$ cat src/selfprog_host_pkg.sv
// Shared constants and types for the self-programming sequencer controller
package selfprog_host_pkg;

  // Register offsets on the host bus (byte addresses)
  localparam logic [7:0] OFS_CMD    = 8'h00;
  localparam logic [7:0] OFS_ADDR   = 8'h04;
  localparam logic [7:0] OFS_DATA   = 8'h08;
  localparam logic [7:0] OFS_STATUS = 8'h0C;
  localparam logic [7:0] OFS_CONFIG = 8'h10;

  // Field positions in the host registers
  localparam int ADDR_PAGE_LSB = 0;
  localparam int ADDR_WORD_LSB = 8;
  localparam int CFG_IRQ_EN    = 0;
  localparam int CFG_AUTO_REEN = 1;
  localparam int STS_BUSY      = 0;
  localparam int STS_REFUSED   = 1;
  localparam int STS_TIMEOUT   = 2;
  localparam int STS_SEC_BUSY  = 3;
  localparam int STS_OP_EN     = 4;
  localparam int STS_EE_BUSY   = 5;
  localparam int STS_READY_IRQ = 6;
  localparam int STS_RESULT    = 8;

  // Reset values
  localparam logic [15:0] RST_ADDR   = 16'h0000;
  localparam logic [15:0] RST_DATA   = 16'h0000;
  localparam logic [1:0]  RST_CONFIG = 2'h0;

  // Device control register bit positions
  localparam int CR_OP_ENABLE   = 0;
  localparam int CR_SECTION_BSY = 6;
  localparam int CR_IRQ_ENABLE  = 7;

  // Device control register patterns, bit 7 left clear
  localparam logic [7:0] CTL_LOAD  = 8'h01;
  localparam logic [7:0] CTL_ERASE = 8'h03;
  localparam logic [7:0] CTL_WRITE = 8'h05;
  localparam logic [7:0] CTL_LOCK  = 8'h09;
  localparam logic [7:0] CTL_REEN  = 8'h11;

  // Pointer layout and fixed pointer values
  localparam int PTR_PAGE_LSB = 6;
  localparam int PAGE_W       = 7;
  localparam int PTR_WORD_LSB = 1;
  localparam int WORD_W       = 5;
  localparam logic [15:0] PTR_LOCK    = 16'h0001;
  localparam logic [15:0] PTR_FUSE_LO = 16'h0000;
  localparam logic [15:0] PTR_FUSE_HI = 16'h0003;

  // Lock data byte: unused bits forced to one
  localparam logic [7:0] LOCK_ONES = 8'hC3;
  localparam logic [7:0] LOCK_KEEP = 8'h3C;

  // Pages below this index lie in the concurrent section
  localparam logic [PAGE_W-1:0] FIRST_BLOCKING_PAGE = 7'h60;

  // Device answer settles through the synchronisers
  localparam logic [2:0] SETTLE_CYC = 3'h4;

  // Longest flash operation and its cycle count
  localparam int FLASH_MAX_US  = 4500;
  localparam int CLK_MHZ       = 20;
  localparam int FLASH_MAX_CYC = FLASH_MAX_US * CLK_MHZ;

  typedef enum logic [2:0] {
    OP_LOAD      = 3'h0,
    OP_ERASE     = 3'h1,
    OP_WRITE     = 3'h2,
    OP_LOCK_SET  = 3'h3,
    OP_REENABLE  = 3'h4,
    OP_LOCK_READ = 3'h5,
    OP_FUSE_LO   = 3'h6,
    OP_FUSE_HI   = 3'h7
  } op_t;

  typedef enum logic [2:0] {
    ST_IDLE   = 3'b000,
    ST_CHECK  = 3'b001,
    ST_CTL    = 3'b011,
    ST_STROBE = 3'b010,
    ST_SETTLE = 3'b110,
    ST_POLL   = 3'b111
  } state_t;

endpackage

$ cat src/bit_sync.sv
// Two-flop synchroniser for inputs from the device
`timescale 1ns/10ps
`default_nettype none
module bit_sync #(
  parameter int WIDTH = 1
) (
  input  wire logic             clk,
  input  wire logic             reset_n,
  input  wire logic [WIDTH-1:0] async_in,
  output var  logic [WIDTH-1:0] sync_out
);
  logic [WIDTH-1:0] stage1;

  always_ff @(posedge clk or negedge reset_n) begin
    if (!reset_n) begin
      stage1   <= '0;
      sync_out <= '0;
    end else begin
      stage1   <= async_in;
      sync_out <= stage1;
    end
  end
endmodule
`default_nettype wire

$ cat src/selfprog_host.sv
// Host controller that drives the flash self-programming sequencer
//
// Design decisions made here: the address map and the Wishbone register port.
`timescale 1ns/10ps
`default_nettype none

// What this block does
// - Erase: control 0x03 then store next clock
// - Load: control 0x01, store, word field addresses
// - Never load one buffer word twice
// - Write: control 0x05, word bits zero
// - Re-enable section after programming before reading
// - Lock set: control 0x09, data low byte
// - Lock set uses pointer 0x0001, ones elsewhere
// - Wait EEPROM busy clear before control write
// - Lock read: pointer 0x0001, load within three
// - Fuse low at 0x0000, high at 0x0003
module selfprog_host
  import selfprog_host_pkg::*;
#(
  parameter int TIMEOUT_CYC = FLASH_MAX_CYC
) (
  input  wire logic        clk,
  input  wire logic        reset_n,
  input  wire logic        wb_cyc_i,
  input  wire logic        wb_stb_i,
  input  wire logic        wb_we_i,
  input  wire logic [7:0]  wb_adr_i,
  input  wire logic [3:0]  wb_sel_i,
  input  wire logic [31:0] wb_dat_i,
  output var  logic [31:0] wb_dat_o,
  output var  logic        wb_ack_o,
  output var  logic        ctl_wr,
  output var  logic [7:0]  ctl_wdata,
  input  wire logic [7:0]  dev_ctl_rdata,
  output var  logic        store_strobe,
  output var  logic        load_strobe,
  output var  logic [15:0] pointer,
  output var  logic [15:0] data_pair,
  input  wire logic [7:0]  load_result,
  input  wire logic        eeprom_write_busy,
  input  wire logic        ready_irq
);

  state_t             state;
  op_t                cur_op;
  op_t                new_op;
  logic [15:0]        addr_reg;
  logic [15:0]        data_reg;
  logic [1:0]         config_reg;
  logic [31:0]        loaded_map;
  logic [7:0]         read_value;
  logic               refused;
  logic               timed_out;
  logic [2:0]         settle_cnt;
  logic [16:0]        wait_cnt;
  logic [7:0]         dev_status_s;
  logic [7:0]         load_result_s;
  logic [1:0]         misc_s;
  logic               ee_busy_s;
  logic               irq_s;
  logic               ee_busy_prev;
  logic               wb_hit;
  logic               cmd_go;
  logic               accept;
  logic               refuse;
  logic               is_read;
  logic               wait_expired;
  logic               check_ok;
  logic               poll_done;
  logic               chain_reen;
  logic [PAGE_W-1:0]  page_sel;
  logic [WORD_W-1:0]  word_sel;
  logic [WORD_W-1:0]  cur_word;
  logic [31:0]        status_word;
  logic [31:0]        next_rdata;

  // Device inputs cross into this clock through two flops each
  bit_sync #(.WIDTH(8)) u_sync_status (
    .clk      (clk),
    .reset_n  (reset_n),
    .async_in (dev_ctl_rdata),
    .sync_out (dev_status_s)
  );

  bit_sync #(.WIDTH(8)) u_sync_result (
    .clk      (clk),
    .reset_n  (reset_n),
    .async_in (load_result),
    .sync_out (load_result_s)
  );

  bit_sync #(.WIDTH(2)) u_sync_misc (
    .clk      (clk),
    .reset_n  (reset_n),
    .async_in ({ready_irq, eeprom_write_busy}),
    .sync_out (misc_s)
  );

  assign ee_busy_s = misc_s[0];
  assign irq_s     = misc_s[1];

  // Field split of the software address register
  assign page_sel = addr_reg[ADDR_PAGE_LSB +: PAGE_W];
  assign word_sel = addr_reg[ADDR_WORD_LSB +: WORD_W];
  assign cur_word = pointer[PTR_WORD_LSB +: WORD_W];
  assign new_op   = op_t'(wb_dat_i[2:0]);

  assign wb_hit = wb_cyc_i & wb_stb_i & ~wb_ack_o;
  assign cmd_go = wb_hit & wb_we_i & wb_sel_i[0] & (wb_adr_i == OFS_CMD);

  // A duplicate load would corrupt the buffer word, so it is refused
  assign accept = cmd_go & (state == ST_IDLE)
                & ~((new_op == OP_LOAD) & loaded_map[word_sel]);
  assign refuse = cmd_go & ~accept;

  assign is_read = (cur_op == OP_LOCK_READ) | (cur_op == OP_FUSE_LO)
                 | (cur_op == OP_FUSE_HI);

  assign wait_expired = (wait_cnt == 17'(TIMEOUT_CYC));

  // No control write while EEPROM is busy or a previous op runs
  assign check_ok  = ~ee_busy_s & ~dev_status_s[CR_OP_ENABLE];

  // Erase and write hold the enable bit until finished
  assign poll_done = ~dev_status_s[CR_OP_ENABLE];

  // Optional automatic re-enable after concurrent-section programming
  assign chain_reen = config_reg[CFG_AUTO_REEN]
                    & ((cur_op == OP_ERASE) | (cur_op == OP_WRITE))
                    & (pointer[PTR_PAGE_LSB +: PAGE_W] < FIRST_BLOCKING_PAGE);

  // Sequencer: check, control write, strobe, settle, poll
  always_ff @(posedge clk or negedge reset_n) begin
    if (!reset_n) begin
      state  <= ST_IDLE;
      cur_op <= OP_LOAD;
    end else begin
      case (state)
        ST_IDLE: begin
          if (accept) begin
            cur_op <= new_op;
            state  <= ST_CHECK;
          end
        end
        ST_CHECK: begin
          if (check_ok) begin
            state <= ST_CTL;
          end else if (wait_expired) begin
            state <= ST_IDLE;
          end
        end
        ST_CTL: begin
          state <= ST_STROBE;
        end
        ST_STROBE: begin
          state <= ST_SETTLE;
        end
        ST_SETTLE: begin
          if (settle_cnt == 3'h0) begin
            state <= ST_POLL;
          end
        end
        ST_POLL: begin
          if (poll_done) begin
            if (chain_reen) begin
              cur_op <= OP_REENABLE;
              state  <= ST_CHECK;
            end else begin
              state <= ST_IDLE;
            end
          end else if (wait_expired) begin
            state <= ST_IDLE;
          end
        end
        default: begin
          state <= ST_IDLE;
        end
      endcase
    end
  end

  // Settle and watchdog counters
  always_ff @(posedge clk or negedge reset_n) begin
    if (!reset_n) begin
      settle_cnt <= SETTLE_CYC;
      wait_cnt   <= '0;
    end else begin
      if (state == ST_SETTLE) begin
        settle_cnt <= settle_cnt - 3'h1;
      end else begin
        settle_cnt <= SETTLE_CYC;
      end
      if ((state == ST_CHECK && !check_ok) || (state == ST_POLL && !poll_done)) begin
        wait_cnt <= wait_cnt + 17'h1;
      end else begin
        wait_cnt <= '0;
      end
    end
  end

  // Pointer and data pair latched at command accept, held stable
  always_ff @(posedge clk or negedge reset_n) begin
    if (!reset_n) begin
      pointer   <= 16'h0000;
      data_pair <= 16'h0000;
    end else if (accept) begin
      pointer   <= 16'h0000;
      data_pair <= data_reg;
      case (new_op)
        OP_LOAD: begin
          pointer[PTR_WORD_LSB +: WORD_W] <= word_sel;
        end
        OP_ERASE, OP_WRITE: begin
          // Word bits stay zero for page write
          pointer[PTR_PAGE_LSB +: PAGE_W] <= page_sel;
        end
        OP_LOCK_SET: begin
          pointer   <= PTR_LOCK;
          data_pair <= {8'h00, (data_reg[7:0] & LOCK_KEEP) | LOCK_ONES};
        end
        OP_LOCK_READ: begin
          pointer <= PTR_LOCK;
        end
        OP_FUSE_LO: begin
          pointer <= PTR_FUSE_LO;
        end
        OP_FUSE_HI: begin
          pointer <= PTR_FUSE_HI;
        end
        default: begin
          pointer <= 16'h0000;
        end
      endcase
    end
  end

  // Only the documented patterns are ever written
  always_ff @(posedge clk or negedge reset_n) begin
    if (!reset_n) begin
      ctl_wr    <= 1'b0;
      ctl_wdata <= 8'h00;
    end else begin
      ctl_wr <= (state == ST_CHECK) && check_ok;
      if (state == ST_CHECK && check_ok) begin
        case (cur_op)
          OP_LOAD:     ctl_wdata <= CTL_LOAD;
          OP_ERASE:    ctl_wdata <= CTL_ERASE | {config_reg[CFG_IRQ_EN], 7'h00};
          OP_WRITE:    ctl_wdata <= CTL_WRITE | {config_reg[CFG_IRQ_EN], 7'h00};
          OP_REENABLE: ctl_wdata <= CTL_REEN | {config_reg[CFG_IRQ_EN], 7'h00};
          default:     ctl_wdata <= CTL_LOCK | {config_reg[CFG_IRQ_EN], 7'h00};
        endcase
      end
    end
  end

  // Strobe one clock after the control write, inside both windows
  always_ff @(posedge clk or negedge reset_n) begin
    if (!reset_n) begin
      store_strobe <= 1'b0;
      load_strobe  <= 1'b0;
    end else begin
      store_strobe <= (state == ST_CTL) && !is_read;
      load_strobe  <= (state == ST_CTL) && is_read;
    end
  end

  // Mirror of which buffer words hold data
  always_ff @(posedge clk or negedge reset_n) begin
    if (!reset_n) begin
      loaded_map <= 32'h0000_0000;
      ee_busy_prev <= 1'b0;
    end else begin
      ee_busy_prev <= ee_busy_s;
      if ((state == ST_POLL && poll_done && cur_op == OP_WRITE)
          || (state == ST_CTL && cur_op == OP_REENABLE)) begin
        loaded_map <= 32'h0000_0000;
      end else if (ee_busy_s && !ee_busy_prev) begin
        loaded_map <= 32'h0000_0000;
      end
      if (state == ST_STROBE && cur_op == OP_LOAD) begin
        loaded_map[cur_word] <= 1'b1;
      end
    end
  end

  // Raw value: programmed bits arrive as zero
  always_ff @(posedge clk or negedge reset_n) begin
    if (!reset_n) begin
      read_value <= 8'hFF;
    end else if (state == ST_SETTLE && settle_cnt == 3'h0 && is_read) begin
      read_value <= load_result_s;
    end
  end

  // Sticky error flags, cleared by the next accepted command
  always_ff @(posedge clk or negedge reset_n) begin
    if (!reset_n) begin
      refused   <= 1'b0;
      timed_out <= 1'b0;
    end else begin
      if (refuse) begin
        refused <= 1'b1;
      end else if (accept) begin
        refused <= 1'b0;
      end
      if ((state == ST_CHECK && !check_ok && wait_expired)
          || (state == ST_POLL && !poll_done && wait_expired)) begin
        timed_out <= 1'b1;
      end else if (accept) begin
        timed_out <= 1'b0;
      end
    end
  end

  // Software registers
  always_ff @(posedge clk or negedge reset_n) begin
    if (!reset_n) begin
      addr_reg   <= RST_ADDR;
      data_reg   <= RST_DATA;
      config_reg <= RST_CONFIG;
    end else if (wb_hit && wb_we_i) begin
      case (wb_adr_i)
        OFS_ADDR: begin
          if (wb_sel_i[0]) addr_reg[7:0]  <= wb_dat_i[7:0];
          if (wb_sel_i[1]) addr_reg[15:8] <= wb_dat_i[15:8];
        end
        OFS_DATA: begin
          if (wb_sel_i[0]) data_reg[7:0]  <= wb_dat_i[7:0];
          if (wb_sel_i[1]) data_reg[15:8] <= wb_dat_i[15:8];
        end
        OFS_CONFIG: begin
          if (wb_sel_i[0]) config_reg <= wb_dat_i[1:0];
        end
        default: begin
        end
      endcase
    end
  end

  // Section busy and ready request shown as the device reports them
  always_comb begin
    status_word = 32'h0000_0000;
    status_word[STS_BUSY]      = (state != ST_IDLE);
    status_word[STS_REFUSED]   = refused;
    status_word[STS_TIMEOUT]   = timed_out;
    status_word[STS_SEC_BUSY]  = dev_status_s[CR_SECTION_BSY];
    status_word[STS_OP_EN]     = dev_status_s[CR_OP_ENABLE];
    status_word[STS_EE_BUSY]   = ee_busy_s;
    status_word[STS_READY_IRQ] = irq_s;
    status_word[STS_RESULT +: 8] = read_value;
  end

  always_comb begin
    case (wb_adr_i)
      OFS_CMD:    next_rdata = {29'h0, cur_op};
      OFS_ADDR:   next_rdata = {16'h0000, addr_reg};
      OFS_DATA:   next_rdata = {16'h0000, data_reg};
      OFS_STATUS: next_rdata = status_word;
      OFS_CONFIG: next_rdata = {30'h0, config_reg};
      default:    next_rdata = 32'h0000_0000;
    endcase
  end

  // Every access acks after one cycle; unmapped reads give zero
  always_ff @(posedge clk or negedge reset_n) begin
    if (!reset_n) begin
      wb_ack_o <= 1'b0;
      wb_dat_o <= 32'h0000_0000;
    end else begin
      wb_ack_o <= wb_hit;
      if (wb_hit && !wb_we_i) begin
        wb_dat_o <= next_rdata;
      end
    end
  end

endmodule
`default_nettype wire

$ cat config.mk
export PLATFORM = sky130hd
export DESIGN_NAME = selfprog_host
export DESIGN_NICKNAME = d
export VERILOG_FILES = /design/src/selfprog_host_pkg.sv /design/src/bit_sync.sv /design/src/selfprog_host.sv
export SDC_FILE = /design/constraint.sdc
export NUM_CORES = 1
export LEC_CHECK = 0
export BUFFER_PORTS_ARGS = -buffer_cell sky130_fd_sc_hd__buf_4
export CAP_MARGIN = 20
export CORE_MARGIN = 5
export CORE_UTILIZATION = 52
export CTS_BUF_LIST = sky130_fd_sc_hd__clkbuf_8
export DETAILED_ROUTE_END_ITERATION = 8
export PLACE_DENSITY = 0.74
export SYNTH_ARGS = -nofsm -noshare
export SYNTH_HDL_FRONTEND = slang
export SYNTH_SLANG_ARGS = --single-unit
$ cat constraint.sdc
create_clock -name clk -period 2.2 [get_ports clk]
set_input_delay 0.11 -clock clk [delete_from_list [all_inputs] [get_ports clk]]
set_output_delay 0.11 -clock clk [all_outputs]
set_load 0.01 [all_outputs]
-- Word level (Yosys, flattened, before mapping)
Index checks and enable logic that the tools add are counted.
W data, S select, Z words.
- shift operators: 0
- reduce and logical (&&, ||, !) cells: 42
- multipliers: 0
- div/mod/pow operators: 0
- bitwise operators: 21
- muxes and demuxes: 29
- add/subtract/negate cells: 2
- equal/unequal tests: 25
- order comparisons: 4
- operators by type and width (cell ; count):
    $mux W32 ; 3
    $pmux W16 S5 ; 1
    $or A32 B32 Y32 ; 1
    $pmux W8 S4 ; 1
    $mux W3 ; 9
    $eq A3 B3 Y1 const B ; 8
    $pmux W3 S6 ; 1
    $add A17 B1 Y17 const B ; 1
    $eq A17 B17 Y1 const B ; 1
    $logic_and A1 B1 Y1 ; 17
    $mux W17 ; 1
    $eq A8 B4 Y1 const B ; 2
    $mux W16 ; 1
    $eq A3 B2 Y1 const B ; 5
    $reduce_and A3 Y1 ; 5
    $and A1 B1 Y1 ; 12
    $logic_not A3 Y1 ; 4
    $lt A5 B6 Y1 const B ; 2
    $pmux W5 S2 ; 1
    $eq A3 B1 Y1 const B ; 3
    $eq A8 B3 Y1 const B ; 1
    $eq A8 B5 Y1 const B ; 1
    $logic_not A8 Y1 ; 1
    $lt A7 B7 Y1 const B ; 1
    other kinds (19) ; 40
- bits in read-only memories: 0
- output and inout port bits: 76
- input bits: 67
- latch bits: 0
- word-level logic and storage cells: 151
- memory bits (writable): 0
- memories: 0
- register bits: 210

-- Depth between registers and ports, before layout
Gate-level depths: netlist (run 1).
- word-level depth: 10
- mapped depth: 9
- gate-level depth less buffers: 7

-- Hierarchy
From an unflattened synthesis (run 1), not the netlist that was laid out.
- cells, all modules: 720
- area total of the unflattened synthesis: 8227.9 µm²
- by module, submodules not included (module ; instances ; sequential area each (µm²) ; cells each ; area each (µm²)):
    selfprog_host ; 1 ; 3965.1 ; 684 ; 7327.0
    bit_sync (u_sync_result ...) ; 2 ; 400.4 ; 16 ; 400.4
    bit_sync (u_sync_misc) ; 1 ; 100.1 ; 4 ; 100.1

-- Least setup slack after synthesis (run 1)
No wires, ideal clock.
- kind: input -> register
- from: input wb_adr_i[1]
- to: register cur_op[0]
- arrival time: 2.176 ns
- required time: 2.075 ns
- path slack: -0.101 ns
- setup time: 0.125 ns
- cell stages on the path: 8
- buffers on the path: 2
- cells stage by stage: or4_4 or3_1 buf_2 nor4_4 o311ai_4 nor2_8 buf_12 mux2_4
- cells in the longest elaborated chain, start to end: 6
- ends and longest elaborated chain (item ; RTL line ; source):
    start, declared ; selfprog_host.sv:28 ; input wire logic [7:0] wb_adr_i,
    $logic_not A8 Y1 ; selfprog_host.sv:110 ; assign cmd_go = wb_hit & wb_we_i & wb_sel_i[0] & (wb_adr_i == OFS_CMD);
    $and A1 B1 Y1 ; selfprog_host.sv:110 ;
    $and A1 B1 Y1 ; selfprog_host.sv:113 ; assign accept = cmd_go & (state == ST_IDLE)
    $and A1 B1 Y1 ; selfprog_host.sv:114 ; & ~((new_op == OP_LOAD) & loaded_map[word_sel]);
    $ne A2 B2 Y1 (no source line) ; - ;
    $reduce_and A4 Y1 (no source line) ; - ;
    end signal, assigned ; selfprog_host.sv:142 ; cur_op <= new_op;
    end, declared ; selfprog_host.sv:46 ; op_t cur_op;
Every way passes these cells.
A chain may end at the register's enable or synchronous reset.

-- Worst setup path in the final report (run 1)
- from: register state[2]
- to: register cur_op[1]
- cells in the longest elaborated chain, start to end: 5
- elaborated cells on any way between the ends: 10
- classes of those cells: 4 x eq/ne; 1 x mux; 2 x bitwise; 3 x reduce/logical
- ends and longest elaborated chain (item ; RTL line ; source):
    start, declared ; selfprog_host.sv:45 ; state_t state;
    start signal, assigned ; selfprog_host.sv:136 ; state <= ST_IDLE;
    start signal, assigned ; selfprog_host.sv:143 ; state <= ST_CHECK;
    start signal, assigned ; selfprog_host.sv:148 ; state <= ST_CTL;
    $logic_not A3 Y1 ; selfprog_host.sv:113, selfprog_host.sv:139 ;
    $and A1 B1 Y1 ; selfprog_host.sv:113 ;
    $and A1 B1 Y1 ; selfprog_host.sv:114 ;
    $ne A2 B2 Y1 (no source line) ; - ;
    $reduce_and A4 Y1 (no source line) ; - ;
Several ways; a longest one is shown, not always the timed one.

==> impl_summary.log, run 1 <==
[metrics] run status: finished with violations
[metrics] violated checks: setup timing
[metrics] first-pass GRT wire length: 30900 um
[metrics] fraction of synthesized area in multiplexers: 0.149
[metrics] deepest level of the CTS H-tree: 4
[metrics] sequential element share of the synthesized area: 0.565
[metrics] combinational family with the most area after synthesis: multiplexers
[metrics] post-synthesis share of cell area spent on and, or, nand and nor gates: 0.120
[metrics] pins over their slew limit: 0
[metrics] Die Y: 135 um
[metrics] number of instances in the synthesized netlist: 695
[metrics] total clock buffers created by CTS: 17
[metrics] final clock period utilization by the worst path: 1.04
[metrics] pin count of the biggest net entering global routing: 58
[metrics] Max Clk Rate: 436 MHz
[metrics] yosys warns: 0
[metrics] count of routing violations after the opening detailed-route iteration: 470
[metrics] min Tclk post-route: 2300 ps
[metrics] average footprint of a synthesized cell: 11.6 um^2
[metrics] Hold Violations, Final: 0
[metrics] combined flip-flop and latch cell area: 0.00457 mm^2
[metrics] Area Growth Syn to Fin: 23.5%
[metrics] share of synthesized cell area in full adder, half adder and majority cells: 0.00619
[metrics] required time at the worst-slack endpoint: 2570 ps
[metrics] Port-buffer cells: 97
[metrics] leakage power total: 4.66 nW
[metrics] critical path class: reg -> reg
[metrics] total cell area at the placement stage: 0.00923 mm^2
[metrics] gpl congestion: 0.844
[metrics] Setup violations, final: 32
[metrics] multi-input logic area: 0.00318 mm^2
[metrics] number of antenna violations at the first check in global routing: 0
[metrics] setup repair after global routing missed its margin: true
[metrics] Die Wd: 135 um
[metrics] netlist area before placement: 0.00809 mm^2
[metrics] number of global-route vias before repair: 6014
[metrics] FILL cells: 1141
[metrics] Final Net Count: 927
[metrics] worst-path maximum fanout: 12
[metrics] Max Clock Skew: 12.6 ps
[metrics] area share of xor/xnor cells in the synthesized design: 0.0173
[metrics] row count: 45
[metrics] setup TNS after final layout: -1520 ps
[metrics] total routing usage reported by global routing: 0.216
[metrics] via count: 5818
[metrics] register bit count reported by yosys: 182
[metrics] kind of end point of the critical path: flip-flop
[metrics] number of optimization iterations in the first detailed-route pass: 8
[metrics] max FFs per register: 32
[metrics] number of flops mapped to enable cells by yosys: 0
[metrics] DPL Wire Length: 13400 um
[metrics] Worst Hold Margin: 30.0 ps
[metrics] count of cell types in the netlist: 48
[metrics] Peak supply drop: 0.515 mV
[metrics] maximum root-to-sink buffer count: 2
[metrics] CTS tree: done
[metrics] share of cells above drive strength 1: 0.321
[metrics] number of diodes added for antenna fixing: 0
[metrics] clock root buffer: clkbuf_8
[metrics] Worst Reg-to-Reg Cells: 8
[metrics] WL per Instance: 17.8 um
[metrics] placeable core region: 0.0152 mm^2
[metrics] # placed instances: 992
[metrics] Non-Filler Cell Area, Final: 0.00998 mm^2
[metrics] slew at the pin closest to its max-slew limit: 632 ps
[metrics] Initial Util: 0.532
[metrics] Min-Delay Path Class: in -> reg
[metrics] number of design rule violations left after detail routing: 0
[metrics] number of antenna-violating nets in the routed design: 0
[metrics] die area: 0.0181 mm^2
[metrics] Cell Count, Final, Fillers Out: 1057
[metrics] clock input transition at the sequential cells of the worst setup and hold paths: 100 ps
[metrics] WL final: 18800 um
[metrics] post-synthesis compound-gate area fraction: 0.0867
[metrics] largest reg by FF count: loaded_map
[metrics] via density per instance: 5.50
[metrics] power density over cell area: 650 mW/mm^2
[metrics] largest registers: loaded_map: 32 flops, wait_cnt: 17 flops
[metrics] number of max-cap violations: 0
[metrics] CP Data Arrival Time: 2660 ps
[metrics] type of origin of the critical path: flip-flop
[metrics] Cells on Worst Hold Path: 4
[metrics] clock insertion delay at the later pin of the skew report: 460 ps
[metrics] worst slew slack as a fraction of its limit: 0.577
[metrics] Worst Slack Setup Final: -95.9 ps
[metrics] Overflow after GRT: 0
[metrics] CTS sink cnt: 182
[metrics] prevailing post-synth register cell: dfrtp_1
[metrics] number of primary I/O pins: 143
[metrics] proportion of register bits with asynchronous set or reset after synthesis: 1.00
layout make-up:
class | instances | area share
well taps | 188 | 0.0236
clock buffers | 18 | 0.0248
flip-flops and latches | 182 | 0.458
multi-input cells | 444 | 0.319
clock inverters | 14 | 0.0139
repair buffers | 179 | 0.150
inverters | 32 | 0.0120
routing by layer:
layer | track usage | share of wire | up-vias
li1 | - | - | 2691
met2 | 0.354 | 0.49 | 193
met3 | 0.0462 | 0.056 | 34
met1 | 0.288 | 0.43 | 2900
met5 | 0 | 0 | -
met4 | 0.0735 | 0.020 | 0
path summary, 6_finish.rpt:
| kind | from | endpoint | slack, ps |
|---|---|---|---|
| max | state[2] | cur_op[1] | -100 |
| min | wb_adr_i[4] | wb_dat_o[2] | 30 |
| max reg2reg | state[2] | cur_op[1] | -100 |
| min reg2reg | u_sync_result.stage1[1] | u_sync_result.sync_out[1] | 350 |
| max in group asynchronous | reset_n | addr_reg[7] | 1260 |
| min in group asynchronous | reset_n | u_sync_result.stage1[4] | 170 |
cells by family after synthesis:
| family | after synthesis |
|---|---|
| buffers and inverters | 89 |
| DFF | 182 |
| muxes | 103 |
| xor gates and xnor gates | 16 |
| other | 1 |
| adders and majority gates | 4 |
| and+or+nand+nor | 198 |
| AOI/OAI and AO/OA | 102 |
stage by stage:
step,power (W),util,setup WS [ps]
2_1_floorplan,0.00399,-,-93.6
3_3_place_gp,0.00427,0.607,-198
5_1_grt,0.00679,0.657,-172
4_1_cts,0.00654,0.654,-100
3_5_place_dp,0.00431,0.607,-243
6_report,0.00649,0.657,-95.9
placed cells by master, fill, tap and decap left out, drive strengths merged, types with 7 or more instances in the layout:
master	Yosys	layout
inv	32	39
dlygate4sd3	0	27
a21oi	11	11
nand2	86	86
nand3	18	18
nor2b	7	7
conb	1	21
xor2	9	9
o31ai	18	18
or3	7	7
dfrtp	173	173
a22o	12	12
nor3b	7	7
buf	30	152
mux2i	33	33
a22oi	18	18
nor2	32	32
nor3	11	11
nand2b	8	8
dfstp	9	9
mux2	65	65
xnor2	7	7
o21ai	35	35
clkbuf	27	18
cells in the mapped netlist (all sizes together), types with 11 or more instances:
cell | number | area, um^2
dfrtp | 173 | 4330
nand2 | 86 | 323
mux2 | 65 | 762
o21ai | 35 | 175
mux2i | 33 | 330
inv | 32 | 120
nor2 | 32 | 136
buf | 30 | 226
clkbuf | 27 | 101
a22oi | 18 | 135
nand3 | 18 | 90.1
o31ai | 18 | 135
a22o | 12 | 105
a21oi | 11 | 55.1
nor3 | 11 | 55.1
worst max-delay path, stage by stage, from the launching register on:
cell and delay (ps):
dfrtp_1 390, or3_4 410, or3_4 350, nor4_4 210
o311ai_4 190, nor2_8 160, buf_12 160, buf_4 130
mux2i_1 200
what timing repair did:
action,CTS,global route
hold buffers,27,0
setup buffers,4,3
endpoints found under the hold margin,93,0
gates resized for setup,9,7
endpoints found under the setup margin,31,34
pin swaps,1,1
where the power goes:
| part | total (W) | switching [W] | internal [W] |
|---|---|---|---|
| registers | 0.00351 | 0.0000552 | 0.00345 |
| clock network | 0.00220 | 0.00124 | 0.000957 |
| logic | 0.000787 | 0.000463 | 0.000325 |
Note: power is estimated with default switching activity, not from simulation.
==> inputs of run 2 (changes only) <==
--- a/config.mk
+++ b/config.mk
@@ -15,3 +15,4 @@
 export SYNTH_ARGS = -nofsm -noshare
 export SYNTH_HDL_FRONTEND = slang
 export SYNTH_SLANG_ARGS = --single-unit
+export TNS_END_PERCENT = 20
==> impl_summary.log, run 2 (synthesis gave the netlist of run 1 again) <==
[metrics] Final Net Count: 927 (unchanged)
[metrics] Max Clock Skew: 13.0 ps (+0.377 ps)
[metrics] Peak supply drop: 0.399 mV (-22%)
[metrics] maximum root-to-sink buffer count: 2 (unchanged)
[metrics] beginning of the critical path: state[2]
[metrics] Min-Delay Path Class: in -> reg
[metrics] Max Clk Rate: 427 MHz (-2.0%)
[metrics] first-pass GRT wire length: 31100 um (+0.47%)
[metrics] end point of the critical path: data_pair[13]
[metrics] number of max-cap violations: 0 (unchanged)
[metrics] largest registers: loaded_map: 32 flops, wait_cnt: 17 flops
[metrics] Crit-path slowest cell: or3_4
[metrics] number of antenna-violating nets in the routed design: 0 (unchanged)
[metrics] reg-to-reg setup timing slack: -140 ps (-50 ps)
[metrics] R2R Path Start: state[2]
[metrics] critical path class: reg -> reg
[metrics] worst slew slack as a fraction of its limit: 0.507 (-0.0702)
[metrics] run status: finished with violations
[metrics] CP Data Arrival Time: 2730 ps (+70 ps)
[metrics] clock input transition at the sequential cells of the worst setup and hold paths: 100 ps (about the same)
[metrics] largest reg by FF count: loaded_map
[metrics] Setup violations, final: 31 (-3.1%)
[metrics] worst-path maximum fanout: 5 (-7)
[metrics] Die Wd: 135 um (unchanged)
[metrics] setup repair after global routing missed its margin: true
[metrics] placeable core region: 0.0152 mm^2 (unchanged)
[metrics] required time at the worst-slack endpoint: 2590 ps (+20 ps)
[metrics] commonest cells after routing, fill and taps aside: 172 x dfrtp_1, 143 x buf_4, 86 x nand2_1
[metrics] leakage power total: 4.65 nW (-0.22%)
[metrics] clock insertion delay at the later pin of the skew report: 480 ps (+20 ps)
[metrics] violated checks: setup timing
[metrics] kind of end point of the critical path: flip-flop
[metrics] deepest level of the CTS H-tree: 4 (unchanged)
[metrics] die area: 0.0181 mm^2 (unchanged)
[metrics] max FFs per register: 32 (unchanged)
[metrics] slew at the pin closest to its max-slew limit: 737 ps (+105 ps)
[metrics] # placed instances: 996 (+0.40%)
[metrics] Port-buffer cells: 97 (unchanged)
[metrics] Initial Util: 0.532 (unchanged)
[metrics] via density per instance: 5.50 (-0.12%)
[metrics] share of cells above drive strength 1: 0.319 (-0.00230)
[metrics] pin count of the biggest net entering global routing: 56 (-3.4%)
[metrics] CTS sink cnt: 182 (unchanged)
[metrics] via count: 5811 (-0.12%)
[metrics] min Tclk post-route: 2340 ps (+46.1 ps)
[metrics] number of antenna violations at the first check in global routing: 0 (unchanged)
[metrics] number of primary I/O pins: 143 (unchanged)
[metrics] total cell area at the placement stage: 0.00926 mm^2 (+0.33%)
[metrics] row count: 45 (unchanged)
[metrics] Non-Filler Cell Area, Final: 0.00996 mm^2 (-0.20%)
[metrics] DPL Wire Length: 13400 um (-0.10%)
[metrics] total clock buffers created by CTS: 17 (unchanged)
[metrics] commonest non-fill, non-tap cell in the layout: dfrtp_1
[metrics] number of design rule violations left after detail routing: 0 (unchanged)
[metrics] WL per Instance: 17.9 um (+0.56%)
[metrics] Worst Hold Margin: 14.9 ps (-15.1 ps)
[metrics] type of origin of the critical path: flip-flop
[metrics] Die Y: 135 um (unchanged)
[metrics] Overflow after GRT: 0 (unchanged)
[metrics] Worst Reg-to-Reg Cells: 8 (unchanged)
[metrics] Worst Slack Setup Final: -142 ps (-46.1 ps)
[metrics] maximum single-stage delay on the critical path: 400 ps (about the same)
[metrics] Hold Violations, Final: 0 (unchanged)
[metrics] Cell Count, Final, Fillers Out: 1057 (unchanged)
[metrics] total routing usage reported by global routing: 0.217 (+0.000886)
[metrics] number of global-route vias before repair: 6097 (+1.4%)
[metrics] count of routing violations after the opening detailed-route iteration: 422 (-10%)
[metrics] cell type with the highest occurrence count on the critical path: or3_4
[metrics] FILL cells: 1134 (-0.61%)
[metrics] number of diodes added for antenna fixing: 0 (unchanged)
[metrics] CTS tree: done
[metrics] power density over cell area: 637 mW/mm^2 (-2.1%)
[metrics] number of optimization iterations in the first detailed-route pass: 4 (-4)
[metrics] crit path cell chain: or3_4, or3_4, nor4_4, o311ai_4, nor2_8, buf_12, buf_8, mux2i_2
[metrics] pins over their slew limit: 0 (unchanged)
[metrics] clock root buffer: clkbuf_8
[metrics] WL final: 18900 um (+0.56%)
[metrics] gpl congestion: 0.871 (+3.2%)
[metrics] final clock period utilization by the worst path: 1.06 (+0.0209)
[metrics] capture instance of the worst register-to-register path: data_pair[13]
[metrics] Area Growth Syn to Fin: 23.2%
## run 2: worst min-delay path by stage
stage	endpoint	cells past startpoint	from	slack (ps)
after floorplan	addr_reg[0]	0	reset_n	-190
after global placement	u_sync_result.stage1[5]	1	reset_n	100
after detailed placement	u_sync_result.stage1[5]	1	reset_n	110
after CTS	wb_dat_o[2]	4	wb_adr_i[6]	10
after global routing	wb_dat_o[2]	4	wb_adr_i[6]	40
final	wb_dat_o[2]	4	wb_adr_i[6]	10
## run 2: where the power goes
part	leakage, nW	internal [W]	switching (W)
logic	2.14	0.000324	0.000461
clock network	0.176	0.000865	0.00118
registers	2.33	0.00345	0.0000568
## run 2: critical path: cells and delay by family (launching register included)
family	cells	cell delay, ps
buf+inv	2	260
compound gates	1	200
simple gates	4	1180
mux	1	240
flops	1	380
## run 2: final cells by class
type,instances,area (um^2),area share
clock buffer,20,275,0.0276
clock inverter,12,81.3,0.00816
inverter,32,120,0.0121
multi-input combinational,444,3170,0.318
sequential,182,4570,0.458
tap,188,235,0.0236
timing repair buffer,179,1510,0.152
## run 2: timing repair
item,4_1_cts,5_1_grt
hold buffers,26,0
pin swaps,0,0
gates resized for setup,8,7
endpoints found under the setup margin,31,33
endpoints found under the hold margin,90,0
gates cloned,0,1
setup buffers,2,0
## run 2: metal layers
layer | global-route usage | vias to the layer above | share of wire
met5 | 0 | - | 0
li1 | - | 2688 | -
met4 | 0.0764 | 0 | 0.020
met2 | 0.370 | 163 | 0.51
met3 | 0.0481 | 32 | 0.056
met1 | 0.274 | 2928 | 0.42
## run 2: through the flow
step                setup WS, ps  utilization  total power [W]  TNS [ps]
floorplan                  -95.3            -          0.00399      -763
global placement            -218        0.609          0.00428     -8250
detailed placement          -293        0.609          0.00431    -11940
CTS                         -144        0.653          0.00637     -3020
global route                -244        0.655          0.00660     -6050
finish                      -142        0.655          0.00634     -2970
